## config.mk

```make
export PLATFORM = sky130hd
export DESIGN_NAME = transport_ctrl
export DESIGN_NICKNAME = d
export VERILOG_FILES = /design/src/logic/transport_pkg.sv /design/src/logic/fade_ramp.sv /design/src/logic/transport_ctrl.sv
export SDC_FILE = /design/constraint.sdc
export NUM_CORES = 1
export LEC_CHECK = 0
export ABC_AREA = 1
export BUFFER_PORTS_ARGS = -buffer_cell sky130_fd_sc_hd__buf_2
export CAP_MARGIN = 25
export CORE_MARGIN = 4
export CORE_UTILIZATION = 59
export DETAILED_ROUTE_END_ITERATION = 16
export GPL_TIMING_DRIVEN = 0
export PLACE_DENSITY = 0.82
export SYNTH_ARGS = -nofsm -noshare
export SYNTH_HDL_FRONTEND = slang
export SYNTH_SLANG_ARGS = --single-unit
```

## constraint.sdc

```tcl
create_clock -name clock -period 6.9 [get_ports clock]
set_clock_uncertainty 0.05 [all_clocks]
set_input_delay 0.69 -clock clock [delete_from_list [all_inputs] [get_ports clock]]
set_output_delay 0.69 -clock clock [all_outputs]
set_load 0.05 [all_outputs]
```

## src/logic/transport_pkg.sv

```systemverilog
// shared constants and types for the tape transport mode controller
package transport_pkg;
    // bus data width
    localparam int DATA_W = 32;
    // register byte offsets
    localparam logic [11:0] CTRL_OFF = 12'h000;
    localparam logic [11:0] THRESH_OFF = 12'h004;
    localparam logic [11:0] COUNT_OFF = 12'h008;
    localparam logic [11:0] STATUS_OFF = 12'h00c;
    localparam logic [11:0] SERVO_OFF = 12'h010;
    // control field positions
    localparam int CTRL_ARP_BIT = 0;
    localparam int CTRL_MEM_BIT = 1;
    localparam int CTRL_MEMPLAY_BIT = 2;
    localparam int CTRL_CAL_BIT = 3;
    localparam int CTRL_AREV_BIT = 4;
    localparam int CTRL_W = 5;
    // reset values
    localparam logic [CTRL_W-1:0] CTRL_RST = 5'h00;
    localparam logic [15:0] THRESH_RST = 16'h0100;
    // clock and timing
    localparam int CLK_HZ = 10_000_000;
    localparam int SILENCE_S = 30;
    localparam int SILENCE_CYC = SILENCE_S * CLK_HZ;
    localparam int FADE_SLOW_S = 6;
    localparam int FADE_FAST_S = 2;
    localparam int FADE_STEPS = 256;
    localparam int FADE_SLOW_CYC = FADE_SLOW_S * CLK_HZ / FADE_STEPS;
    localparam int FADE_FAST_CYC = FADE_FAST_S * CLK_HZ / FADE_STEPS;
    localparam int HOLD_MS = 500;
    localparam int HOLD_CYC = HOLD_MS * (CLK_HZ / 1000);
    // speed codes in units of one-sixth of normal
    localparam logic [3:0] SPD_STOP = 4'h0;
    localparam logic [3:0] SPD_SIXTH = 4'h1;
    localparam logic [3:0] SPD_NORMAL = 4'h6;
    localparam logic [3:0] SPD_FAST = 4'hc;
    localparam logic [3:0] SPD_CUE = 4'h8;
    // counter span
    localparam logic signed [15:0] CNT_MIN = -16'sd999;
    localparam logic signed [15:0] CNT_MAX = 16'sd9999;
    // meter sensitivity gains in dB
    localparam logic [4:0] METER_BOOST_DB = 5'h14;
    // servo position width
    localparam int POS_W = 8;
    // transport modes, gray along stop-play-record path
    typedef enum logic [2:0] {
        M_STOP = 3'b000,
        M_PLAY = 3'b001,
        M_REC = 3'b011,
        M_PAUSE = 3'b010,
        M_FFWD = 3'b110,
        M_REW = 3'b111
    } mode_t;
    // head cam positions per mode
    function automatic logic [7:0] cam_target(input mode_t m, input logic cue);
        unique case (m)
            M_PLAY, M_REC: cam_target = 8'hc0;
            M_PAUSE: cam_target = 8'h80;
            M_FFWD, M_REW: cam_target = cue ? 8'h60 : 8'h20;
            default: cam_target = 8'h00;
        endcase
    endfunction
endpackage

```

## src/logic/fade_ramp.sv

```systemverilog
// stepped record-level fade generator
`timescale 1ns/1ps
module fade_ramp
    import transport_pkg::*;
#(
    parameter int SLOW_CYC = FADE_SLOW_CYC,
    parameter int FAST_CYC = FADE_FAST_CYC
) (
    input wire logic clock,
    input wire logic sys_rst,
    input wire logic start_up,
    input wire logic start_down,
    input wire logic fast,
    output logic [7:0] gain,
    output logic busy
);
    logic [23:0] tick_reg; // cycles left in current step
    logic dir_reg; // 1 ramps up
    logic fast_reg; // held-key speed latched
    logic [23:0] step_len;
    // step length from selected duration
    assign step_len = fast_reg ? 24'(FAST_CYC - 1) : 24'(SLOW_CYC - 1);
    // monotonic steps at the 6 s rate, switching to the 2 s rate once the key is held
    always_ff @(posedge clock) begin
        if (sys_rst) begin
            gain <= 8'hff;
            busy <= 1'b0;
            dir_reg <= 1'b0;
            fast_reg <= 1'b0;
            tick_reg <= 24'h000000;
        end else if (start_up || start_down) begin
            busy <= 1'b1;
            dir_reg <= start_up;
            fast_reg <= 1'b0;
            gain <= start_up ? 8'h00 : 8'hff;
            tick_reg <= 24'(SLOW_CYC - 1);
        end else if (busy) begin
            if (fast) begin
                fast_reg <= 1'b1; // key still held, speed up
            end
            if (tick_reg == 24'h000000) begin
                tick_reg <= step_len;
                if (dir_reg && gain != 8'hff) begin
                    gain <= gain + 8'h01;
                end else if (!dir_reg && gain != 8'h00) begin
                    gain <= gain - 8'h01;
                end else begin
                    busy <= 1'b0;
                end
            end else begin
                tick_reg <= tick_reg - 24'h000001;
            end
        end
    end
    // gain never falls while fading up
    a_fade_monotonic: assert property (@(posedge clock) disable iff (sys_rst)
        busy && !$rose(busy) && dir_reg |=> gain >= $past(gain))
        else $error("fade up went down");
endmodule

```

## src/logic/transport_ctrl.sv

```systemverilog
// tape transport supervisory mode controller with apb registers
`timescale 1ns/1ps
module transport_ctrl
    import transport_pkg::*;
#(
    parameter int SILENCE_LIMIT = SILENCE_CYC,
    parameter int HOLD_LIMIT = HOLD_CYC,
    parameter int SLOW_CYC = FADE_SLOW_CYC,
    parameter int FAST_CYC = FADE_FAST_CYC
) (
    input wire logic clock,
    input wire logic sys_rst,
    // apb slave
    input wire logic psel,
    input wire logic penable,
    input wire logic pwrite,
    input wire logic [11:0] paddr,
    input wire logic [31:0] pwdata,
    output logic [31:0] prdata,
    output logic pready,
    output logic pslverr,
    // panel keys, level while pressed
    input wire logic key_play,
    input wire logic key_rec,
    input wire logic key_stop,
    input wire logic key_pause,
    input wire logic key_ffwd,
    input wire logic key_rew,
    input wire logic key_cue,
    input wire logic key_fade_up,
    input wire logic key_fade_down,
    input wire logic key_mute,
    // remote keys
    input wire logic rem_play,
    input wire logic rem_rec,
    input wire logic rem_pause,
    // program level and tape sensing
    input wire logic [15:0] input_level,
    input wire logic counter_pulse,
    input wire logic tape_end,
    input wire logic [7:0] cam_position,
    // outputs
    output logic [3:0] capstan_speed,
    output logic capstan_reverse,
    output logic cam_drive_en,
    output logic cam_drive_dir,
    output logic head_near,
    output logic rec_mute,
    output logic [7:0] rec_gain,
    output logic [4:0] meter_boost_db,
    output logic signed [15:0] tape_counter
);
    mode_t mode_reg; // transport mode
    logic cue_reg; // cue active
    logic slow_reg; // sixth speed while held
    logic [CTRL_W-1:0] ctrl_reg; // control bits
    logic [15:0] thresh_reg; // silence threshold
    logic [31:0] silence_reg; // silence cycle count
    logic [31:0] hold_reg; // fade key hold count
    logic remote_mute_reg; // latched remote mute
    logic prev_keys_reg; // any key last cycle
    logic [7:0] fade_gain;
    logic fade_busy;
    logic fade_fast;
    logic apb_wr;
    logic [7:0] cam_goal; // servo set point for the mode
    logic tape_rise; // end of tape seen once
    logic any_key;
    logic wind;
    logic cue_press;
    logic at_zero;
    logic rec_tap_rem;
    logic prev_rem_rec_reg; // remote record last cycle
    logic prev_fade_reg; // fade key last cycle
    logic prev_tape_reg; // tape end last cycle

    assign wind = (mode_reg == M_FFWD) || (mode_reg == M_REW);
    // remote pause doubles as cue in wind
    assign cue_press = key_cue || (wind && rem_pause);
    assign at_zero = (tape_counter == 16'sd0);
    assign any_key = key_play | key_rec | key_stop | key_pause | key_ffwd | key_rew | cue_press | rem_play | rem_rec;
    assign rec_tap_rem = rem_rec && !prev_rem_rec_reg;
    assign apb_wr = psel && penable && pwrite && pready; // lands as pready is sampled
    assign tape_rise = tape_end && !prev_tape_reg; // a held end-of-tape level acts once
    assign cam_goal = cam_target(mode_reg, cue_reg);

    // edge memories for keys and tape end
    always_ff @(posedge clock) begin
        if (sys_rst) begin
            prev_keys_reg <= 1'b0;
            prev_rem_rec_reg <= 1'b0;
            prev_fade_reg <= 1'b0;
            prev_tape_reg <= 1'b0;
        end else begin
            prev_keys_reg <= any_key;
            prev_rem_rec_reg <= rem_rec;
            prev_fade_reg <= key_fade_up | key_fade_down;
            prev_tape_reg <= tape_end;
        end
    end

    // transport mode sequencing
    always_ff @(posedge clock) begin
        if (sys_rst) begin
            mode_reg <= M_STOP;
            cue_reg <= 1'b0;
        end else if ((mode_reg == M_REC) && ctrl_reg[CTRL_ARP_BIT] && silence_reg >= 32'(SILENCE_LIMIT)) begin
            mode_reg <= M_PAUSE; // silence timeout pauses
        end else if (wind && ctrl_reg[CTRL_MEM_BIT] && at_zero) begin
            mode_reg <= ctrl_reg[CTRL_MEMPLAY_BIT] ? M_PLAY : M_STOP; // memory stop
            cue_reg <= 1'b0;
        end else if (tape_rise && (mode_reg == M_PLAY) && !ctrl_reg[CTRL_AREV_BIT]) begin
            mode_reg <= M_STOP;
        end else if (any_key && !prev_keys_reg) begin
            if (key_stop) begin
                mode_reg <= M_STOP;
                cue_reg <= 1'b0;
            end else if ((key_play || rem_play) && (key_rec || rem_rec)) begin
                if (mode_reg == M_PLAY) begin
                    mode_reg <= M_REC; // punch-in from play only, in either capstan direction
                end
            end else if (cue_press && wind) begin
                cue_reg <= 1'b1; // cue engages
            end else if (key_ffwd && !cue_reg) begin
                mode_reg <= M_FFWD;
            end else if (key_rew && !cue_reg) begin
                mode_reg <= M_REW;
            end else if (key_play || rem_play) begin
                mode_reg <= M_PLAY;
                cue_reg <= 1'b0;
            end else if (key_pause && mode_reg == M_REC) begin
                mode_reg <= M_PAUSE;
            end
        end
    end

    // sixth speed for as long as wind key held in cue
    always_ff @(posedge clock) begin
        if (sys_rst) begin
            slow_reg <= 1'b0;
        end else begin
            slow_reg <= cue_reg && wind && (key_ffwd || key_rew);
        end
    end

    // capstan speed and direction
    always_ff @(posedge clock) begin
        if (sys_rst) begin
            capstan_speed <= SPD_STOP;
            capstan_reverse <= 1'b0;
            head_near <= 1'b0;
        end else begin
            head_near <= wind && cue_reg; // head to tape in cue
            if (slow_reg) begin
                capstan_speed <= SPD_SIXTH;
            end else if (wind) begin
                capstan_speed <= cue_reg ? SPD_CUE : SPD_FAST; // third less
            end else if (mode_reg == M_PLAY || mode_reg == M_REC) begin
                capstan_speed <= SPD_NORMAL;
            end else begin
                capstan_speed <= SPD_STOP;
            end
            if (mode_reg == M_REW) begin
                capstan_reverse <= 1'b1;
            end else if (mode_reg == M_FFWD) begin
                capstan_reverse <= 1'b0;
            end else if (tape_rise && mode_reg == M_PLAY && ctrl_reg[CTRL_AREV_BIT]) begin
                capstan_reverse <= !capstan_reverse; // autoreverse flip
            end
        end
    end

    // bang-bang servo on control motor position
    always_ff @(posedge clock) begin
        if (sys_rst) begin
            cam_drive_en <= 1'b0;
            cam_drive_dir <= 1'b0;
        end else begin
            // one-step deadband: the registered drive lags a cycle, so a
            // zero band would overshoot and hunt around the set point
            cam_drive_en <= ({1'b0, cam_position} + 9'h001 < {1'b0, cam_goal})
                            || ({1'b0, cam_position} > {1'b0, cam_goal} + 9'h001);
            cam_drive_dir <= cam_position < cam_goal;
        end
    end

    // silence timer, reset by program above threshold
    always_ff @(posedge clock) begin
        if (sys_rst) begin
            silence_reg <= 32'h00000000;
        end else if (mode_reg != M_REC || input_level > thresh_reg) begin
            silence_reg <= 32'h00000000;
        end else if (silence_reg < 32'(SILENCE_LIMIT)) begin
            silence_reg <= silence_reg + 32'h00000001;
        end
    end

    // signed display counter with clamps
    always_ff @(posedge clock) begin
        if (sys_rst) begin
            tape_counter <= 16'sd0;
        end else if (apb_wr && paddr == COUNT_OFF) begin
            tape_counter <= 16'sd0;
        end else if (counter_pulse) begin
            if (capstan_reverse && tape_counter > CNT_MIN) begin
                tape_counter <= tape_counter - 16'sd1;
            end else if (!capstan_reverse && tape_counter < CNT_MAX) begin
                tape_counter <= tape_counter + 16'sd1;
            end
        end
    end

    // record mute while key held, or toggled by remote
    always_ff @(posedge clock) begin
        if (sys_rst) begin
            remote_mute_reg <= 1'b0;
            rec_mute <= 1'b0;
        end else begin
            if (mode_reg != M_REC) begin
                remote_mute_reg <= 1'b0;
            end else if (rec_tap_rem && !rem_play) begin
                remote_mute_reg <= !remote_mute_reg;
            end
            rec_mute <= key_mute || remote_mute_reg;
        end
    end

    // fade hold timer picks fast ramp
    always_ff @(posedge clock) begin
        if (sys_rst) begin
            hold_reg <= 32'h00000000;
        end else if (!(key_fade_up || key_fade_down)) begin
            hold_reg <= 32'h00000000;
        end else if (hold_reg < 32'(HOLD_LIMIT)) begin
            hold_reg <= hold_reg + 32'h00000001;
        end
    end
    assign fade_fast = hold_reg >= 32'(HOLD_LIMIT);

    fade_ramp #(.SLOW_CYC(SLOW_CYC), .FAST_CYC(FAST_CYC)) u_fade (
        .clock(clock),
        .sys_rst(sys_rst),
        .start_up(key_fade_up && !prev_fade_reg),
        .start_down(key_fade_down && !prev_fade_reg),
        .fast(fade_fast),
        .gain(fade_gain),
        .busy(fade_busy)
    );

    // meter sensitivity and gain out
    always_ff @(posedge clock) begin
        if (sys_rst) begin
            meter_boost_db <= 5'h00;
            rec_gain <= 8'hff;
        end else begin
            meter_boost_db <= ctrl_reg[CTRL_CAL_BIT] ? METER_BOOST_DB : 5'h00;
            rec_gain <= fade_gain;
        end
    end

    // apb register writes
    always_ff @(posedge clock) begin
        if (sys_rst) begin
            ctrl_reg <= CTRL_RST;
            thresh_reg <= THRESH_RST;
        end else if (apb_wr) begin
            if (paddr == CTRL_OFF) begin
                ctrl_reg <= pwdata[CTRL_W-1:0];
            end else if (paddr == THRESH_OFF) begin
                thresh_reg <= pwdata[15:0];
            end
        end
    end

    // apb reads, one wait state, error on unmapped
    always_ff @(posedge clock) begin
        if (sys_rst) begin
            pready <= 1'b0;
            prdata <= 32'h00000000;
            pslverr <= 1'b0;
        end else if (psel && penable && !pready) begin
            pready <= 1'b1;
            pslverr <= !(paddr == CTRL_OFF || paddr == THRESH_OFF || paddr == COUNT_OFF
                         || paddr == STATUS_OFF || paddr == SERVO_OFF);
            unique case (paddr)
                CTRL_OFF: prdata <= {27'h0000000, ctrl_reg};
                THRESH_OFF: prdata <= {16'h0000, thresh_reg};
                COUNT_OFF: prdata <= {{16{tape_counter[15]}}, tape_counter};
                STATUS_OFF: prdata <= {18'h00000, rec_gain, fade_busy, rec_mute, cue_reg, mode_reg};
                SERVO_OFF: prdata <= {24'h000000, cam_position};
                default: prdata <= 32'h00000000;
            endcase
        end else begin
            pready <= 1'b0;
            pslverr <= 1'b0;
        end
    end

    // assertions
    a_silence_pause: assert property (@(posedge clock) disable iff (sys_rst)
        mode_reg == M_REC && ctrl_reg[CTRL_ARP_BIT] && silence_reg >= 32'(SILENCE_LIMIT) |=> mode_reg == M_PAUSE)
        else $error("no pause after silence");
    a_cue_speed: assert property (@(posedge clock) disable iff (sys_rst)
        wind && cue_reg && !slow_reg |=> capstan_speed == SPD_CUE)
        else $error("cue speed wrong");
    a_sixth_speed: assert property (@(posedge clock) disable iff (sys_rst)
        slow_reg |=> capstan_speed == SPD_SIXTH)
        else $error("sixth speed missing");
    a_memory_stop: assert property (@(posedge clock) disable iff (sys_rst)
        wind && ctrl_reg[CTRL_MEM_BIT] && at_zero && !(mode_reg == M_REC)
        |=> mode_reg == (ctrl_reg[CTRL_MEMPLAY_BIT] ? M_PLAY : M_STOP))
        else $error("memory stop missed");
    a_mute_held: assert property (@(posedge clock) disable iff (sys_rst)
        key_mute |=> rec_mute)
        else $error("mute not applied");
    a_meter_cal: assert property (@(posedge clock) disable iff (sys_rst)
        ctrl_reg[CTRL_CAL_BIT] |=> meter_boost_db == 5'h14)
        else $error("meter boost wrong");
    a_servo_stop: assert property (@(posedge clock) disable iff (sys_rst)
        cam_position == cam_target(mode_reg, cue_reg) && $stable(mode_reg) && $stable(cue_reg)
        |=> !cam_drive_en)
        else $error("servo runs at target");
    a_counter_span: assert property (@(posedge clock) disable iff (sys_rst)
        tape_counter >= CNT_MIN && tape_counter <= CNT_MAX)
        else $error("counter out of span");
    a_silence_restart: assert property (@(posedge clock) disable iff (sys_rst)
        input_level > thresh_reg |=> silence_reg == 32'h00000000)
        else $error("silence timer not restarted");
    c_punch_in: cover property (@(posedge clock) mode_reg == M_PLAY ##1 mode_reg == M_REC);
    c_cue_slow: cover property (@(posedge clock) cue_reg ##1 slow_reg);
    c_mem_play: cover property (@(posedge clock) mode_reg == M_FFWD ##1 mode_reg == M_PLAY);
    c_fade_run: cover property (@(posedge clock) $fell(fade_busy));
endmodule

```

==> key figures <==
STA
  – Worst Max-Slew Pin Slew: 0.7573 ns
  – RSZ-0062 raised after global routing: no
  – # setup viols final: 0
  – Fin Hold WS: 0.3777 ns
  – Fin crit share: 0.5123
  – Fmax: 282.9 MHz
  – Final setup margin: 3.365 ns
  – Crit path time final: 3.535 ns
  – Max Slew Vio Count: 0
  – Setup TNS: 0 ns
  – Rel. slew slack: 0.4951
  – Final hold vios: 0

Yosys
  – Syn_area_per_cell: 6.652 µm²
  – Area leader, netlist: dfxtp_1
  – Synth Register Bits: 183
  – Synth unique cells: 53
  – Synth Area in Simple Gates: 0.3253
  – Post-synth EDFFs: 0
  – Synth cell count leaders: nand2_1, inv_1, nor2_1
  – Main combinational cell family by area after synthesis: simple AND/OR/NAND/NOR gates
  – Cell with the most instances after synthesis: nand2_1
  – Mux cell area share after synthesis: 0
  – Seq/Total Area, Yosys: 0.3276
  – Most area-consuming cells after synthesis: dfxtp_1, nand2_1, inv_1
  – Synth Area in Compound Gates: 0.1308
  – Async S/R FF share, synth: 0
  – Adder-cell area share of the yosys netlist: 0.05729
  – Syn Inst Count: 1681
  – Mapped Area: 0.01118 mm²
  – Synth Area in XOR/XNOR: 0.05326
  – Top_reg_cell synth: dfxtp_1
  – Synth Warn #: 0
  – Yosys top cell area share: 0.3276

Placed design
  – Pre-CTS setup slack: 3.429 ns
  – RD Place Congestion: 0.9530
  – DP HPWL: 23990 µm
  – Input/output buffers: 140
  – Placed instance count: 2058

Global route
  – Pin count of the biggest net entering global routing: 18
  – First-pass GRT wire length: 50600 µm
  – Global route overflow: 0
  – Initial antenna violation count: 2
  – Vias in the first global route: 10510
  – GR Layer Usage met1: 0.3785
  – Grt peak-use layer: met2
  – Routing usage on met2: 0.4699
  – GRT Overall Usage: 0.2851
  – Met3 capacity usage during global routing: 0.04360

Routing
  – Routed wire per std cell: 14.88 µm
  – Post-Route WL: 31110 µm
  – Number of nets with antenna violations after routing: 0
  – Vias/cell: 5.547
  – DRT Pass-1 Iters: 5
  – Vias post-DR: 11600
  – Initial DRC Count: 988
  – DRC Markers: 0

Power and ir drop
  – Power share of the clock group: 0.397
  – Int Power: 0.001884 W
  – Psw: 0.0008331 W
  – Sequential share of power: 0.421
  – VDD IR-drop max: 0.1918 mV
  – Sw frac: 0.3066
  – Leakage Power: 5.818 nW
  – Combinational share of power: 0.182
  – Cell Pwr Density: 211.6 mW/mm²

Floorplan
  – Die Area: 0.02122 mm²
  – Starting Density: 0.5998
  – Rows: 50
  – Die width: 145.7 µm
  – Die height: 145.7 µm
  – Core area: 0.01864 mm²
  – Io pins: 160

CTS
  – Deepest clock path buffer count: 2
  – CTS tree: built
  – Hold_buf cts: 0
  – Clock root buffer: clkbuf_16
  – Htree depth: 4
  – # clock sinks: 183
  – CTS clock-pin slew for the worst setup and hold paths: 0.07 ns
  – Clock Latency Late Sink: 0.45 ns
  – Resize count post-CTS: 0
  – CTS Buf Count: 17
  – Setup Buffers After CTS: 0

Worst hold path
  – Hold Startpoint: hold_reg[25]$_SDFFE_PP0P_
  – Hold EP: hold_reg[25]$_SDFFE_PP0P_
  – Hold Crit Depth: 2
  – Worst hold path class: reg2reg

Status
  – Status: complete, no violations

Critical path
  – R2R depth: 15
  – Critical path class: reg2reg
  – Capturing point of the worst reg2reg path: tape_counter[14]$_SDFFE_PP0P_
  – Critical path data arrival time: 3.82 ns
  – Worst R2R Setup Slack: 3.37 ns
  – Critical path required time: 7.19 ns
  – Crit-path max FO: 9
  – Reg-to-reg startpoint: tape_counter[13]$_SDFFE_PP0P_
  – Startpoint types: register
  – Crit. End Element: register

Layout
  – Final net count: 1981
  – Fin cells: 2091
  – Syn-to-layout area delta: 14.86%
  – Share of cells above drive strength 1: 0.1492

Job
  – Number of max-cap violations: 0
critical path, cell delays in order (launching register included):
cell and delay (ns):
dfxtp_1 0.58, nand2_1 0.16, nor3_2 0.21, a21oi_2 0.10
nor2_1 0.56, inv_1 0.14, fa_1 0.42, or2_2 0.33
a21oi_2 0.26, nand2_1 0.08, nand2_1 0.13, nand3_1 0.10
nand2_1 0.07, nand2_1 0.05, a21oi_1 0.13, nor2_1 0.07
metrics by stage:
step | total power (W) | cell area [µm²] | util
CTS | 0.002717 | 12840 | 0.6888
global route | 0.002830 | 12840 | 0.6889
finish | 0.002717 | 12840 | 0.6889
floorplan | 0.001519 | 11190 | -
global placement | 0.001639 | 12180 | 0.6535
detailed placement | 0.001653 | 12190 | 0.6539
how the worst max path moves through the flow:
stage	from	endpoint	slack (ns)
5_1_grt	tape_counter[8]$_SDFFE_PP0P_	tape_counter[14]$_SDFFE_PP0P_	3.12
6_report	tape_counter[13]$_SDFFE_PP0P_	tape_counter[14]$_SDFFE_PP0P_	3.37
3_5_place_dp	tape_counter[10]$_SDFFE_PP0P_	tape_counter[14]$_SDFFE_PP0P_	3.43
2_1_floorplan	tape_counter[13]$_SDFFE_PP0P_	tape_counter[14]$_SDFFE_PP0P_	3.50
3_3_place_gp	tape_counter[10]$_SDFFE_PP0P_	tape_counter[14]$_SDFFE_PP0P_	3.19
4_1_cts	tape_counter[10]$_SDFFE_PP0P_	tape_counter[14]$_SDFFE_PP0P_	3.42
power groups by stage:
stage | sequential, W | combinational, W | clock [W]
after floorplan | 0.00121 | 0.000313 | 0
after global placement | 0.00116 | 0.000474 | 0
after detailed placement | 0.00117 | 0.000487 | 0
after CTS | 0.00114 | 0.000491 | 0.00108
after global routing | 0.00115 | 0.000549 | 0.00113
final | 0.00114 | 0.000495 | 0.00108
routing by layer:
layer / up-vias / wire (µm)
met5: - / 7
met4: 2 / 912
met2: 452 / 14420
li1: 5742 / -
met3: 67 / 2374
met1: 5335 / 13400
kinds of logic after synthesis:
kind of cell	count (synthesis)
xor+xnor	68
flops	183
fa+ha+maj	50
compound gates	270
other cells	1
simple gates	836
buf+inv	273
layout by cell type (no fill, tap or decap), types with 41 or more instances in the layout:
master and count:
nor3_1 41, dfxtp_1 183, o21ai_0 74, nor2_1 185, xor2_1 46, ha_1 48
a21oi_1 146, nand2_1 426, nand3_1 94, buf_2 158, inv_1 202
final cells by class:
class | count | area (µm²)
plain buffers | 62 | 384.1
multi-input cells | 1227 | 6347
repair buffers | 141 | 708.2
diodes | 1 | 2.502
clock buffers | 18 | 439.2
inverters | 211 | 794.5
fillers | 1688 | 5799
flip-flops and latches | 183 | 3664
well taps | 234 | 292.8
clock inverters | 14 | 211.5
Note: power is estimated with default switching activity, not from simulation.
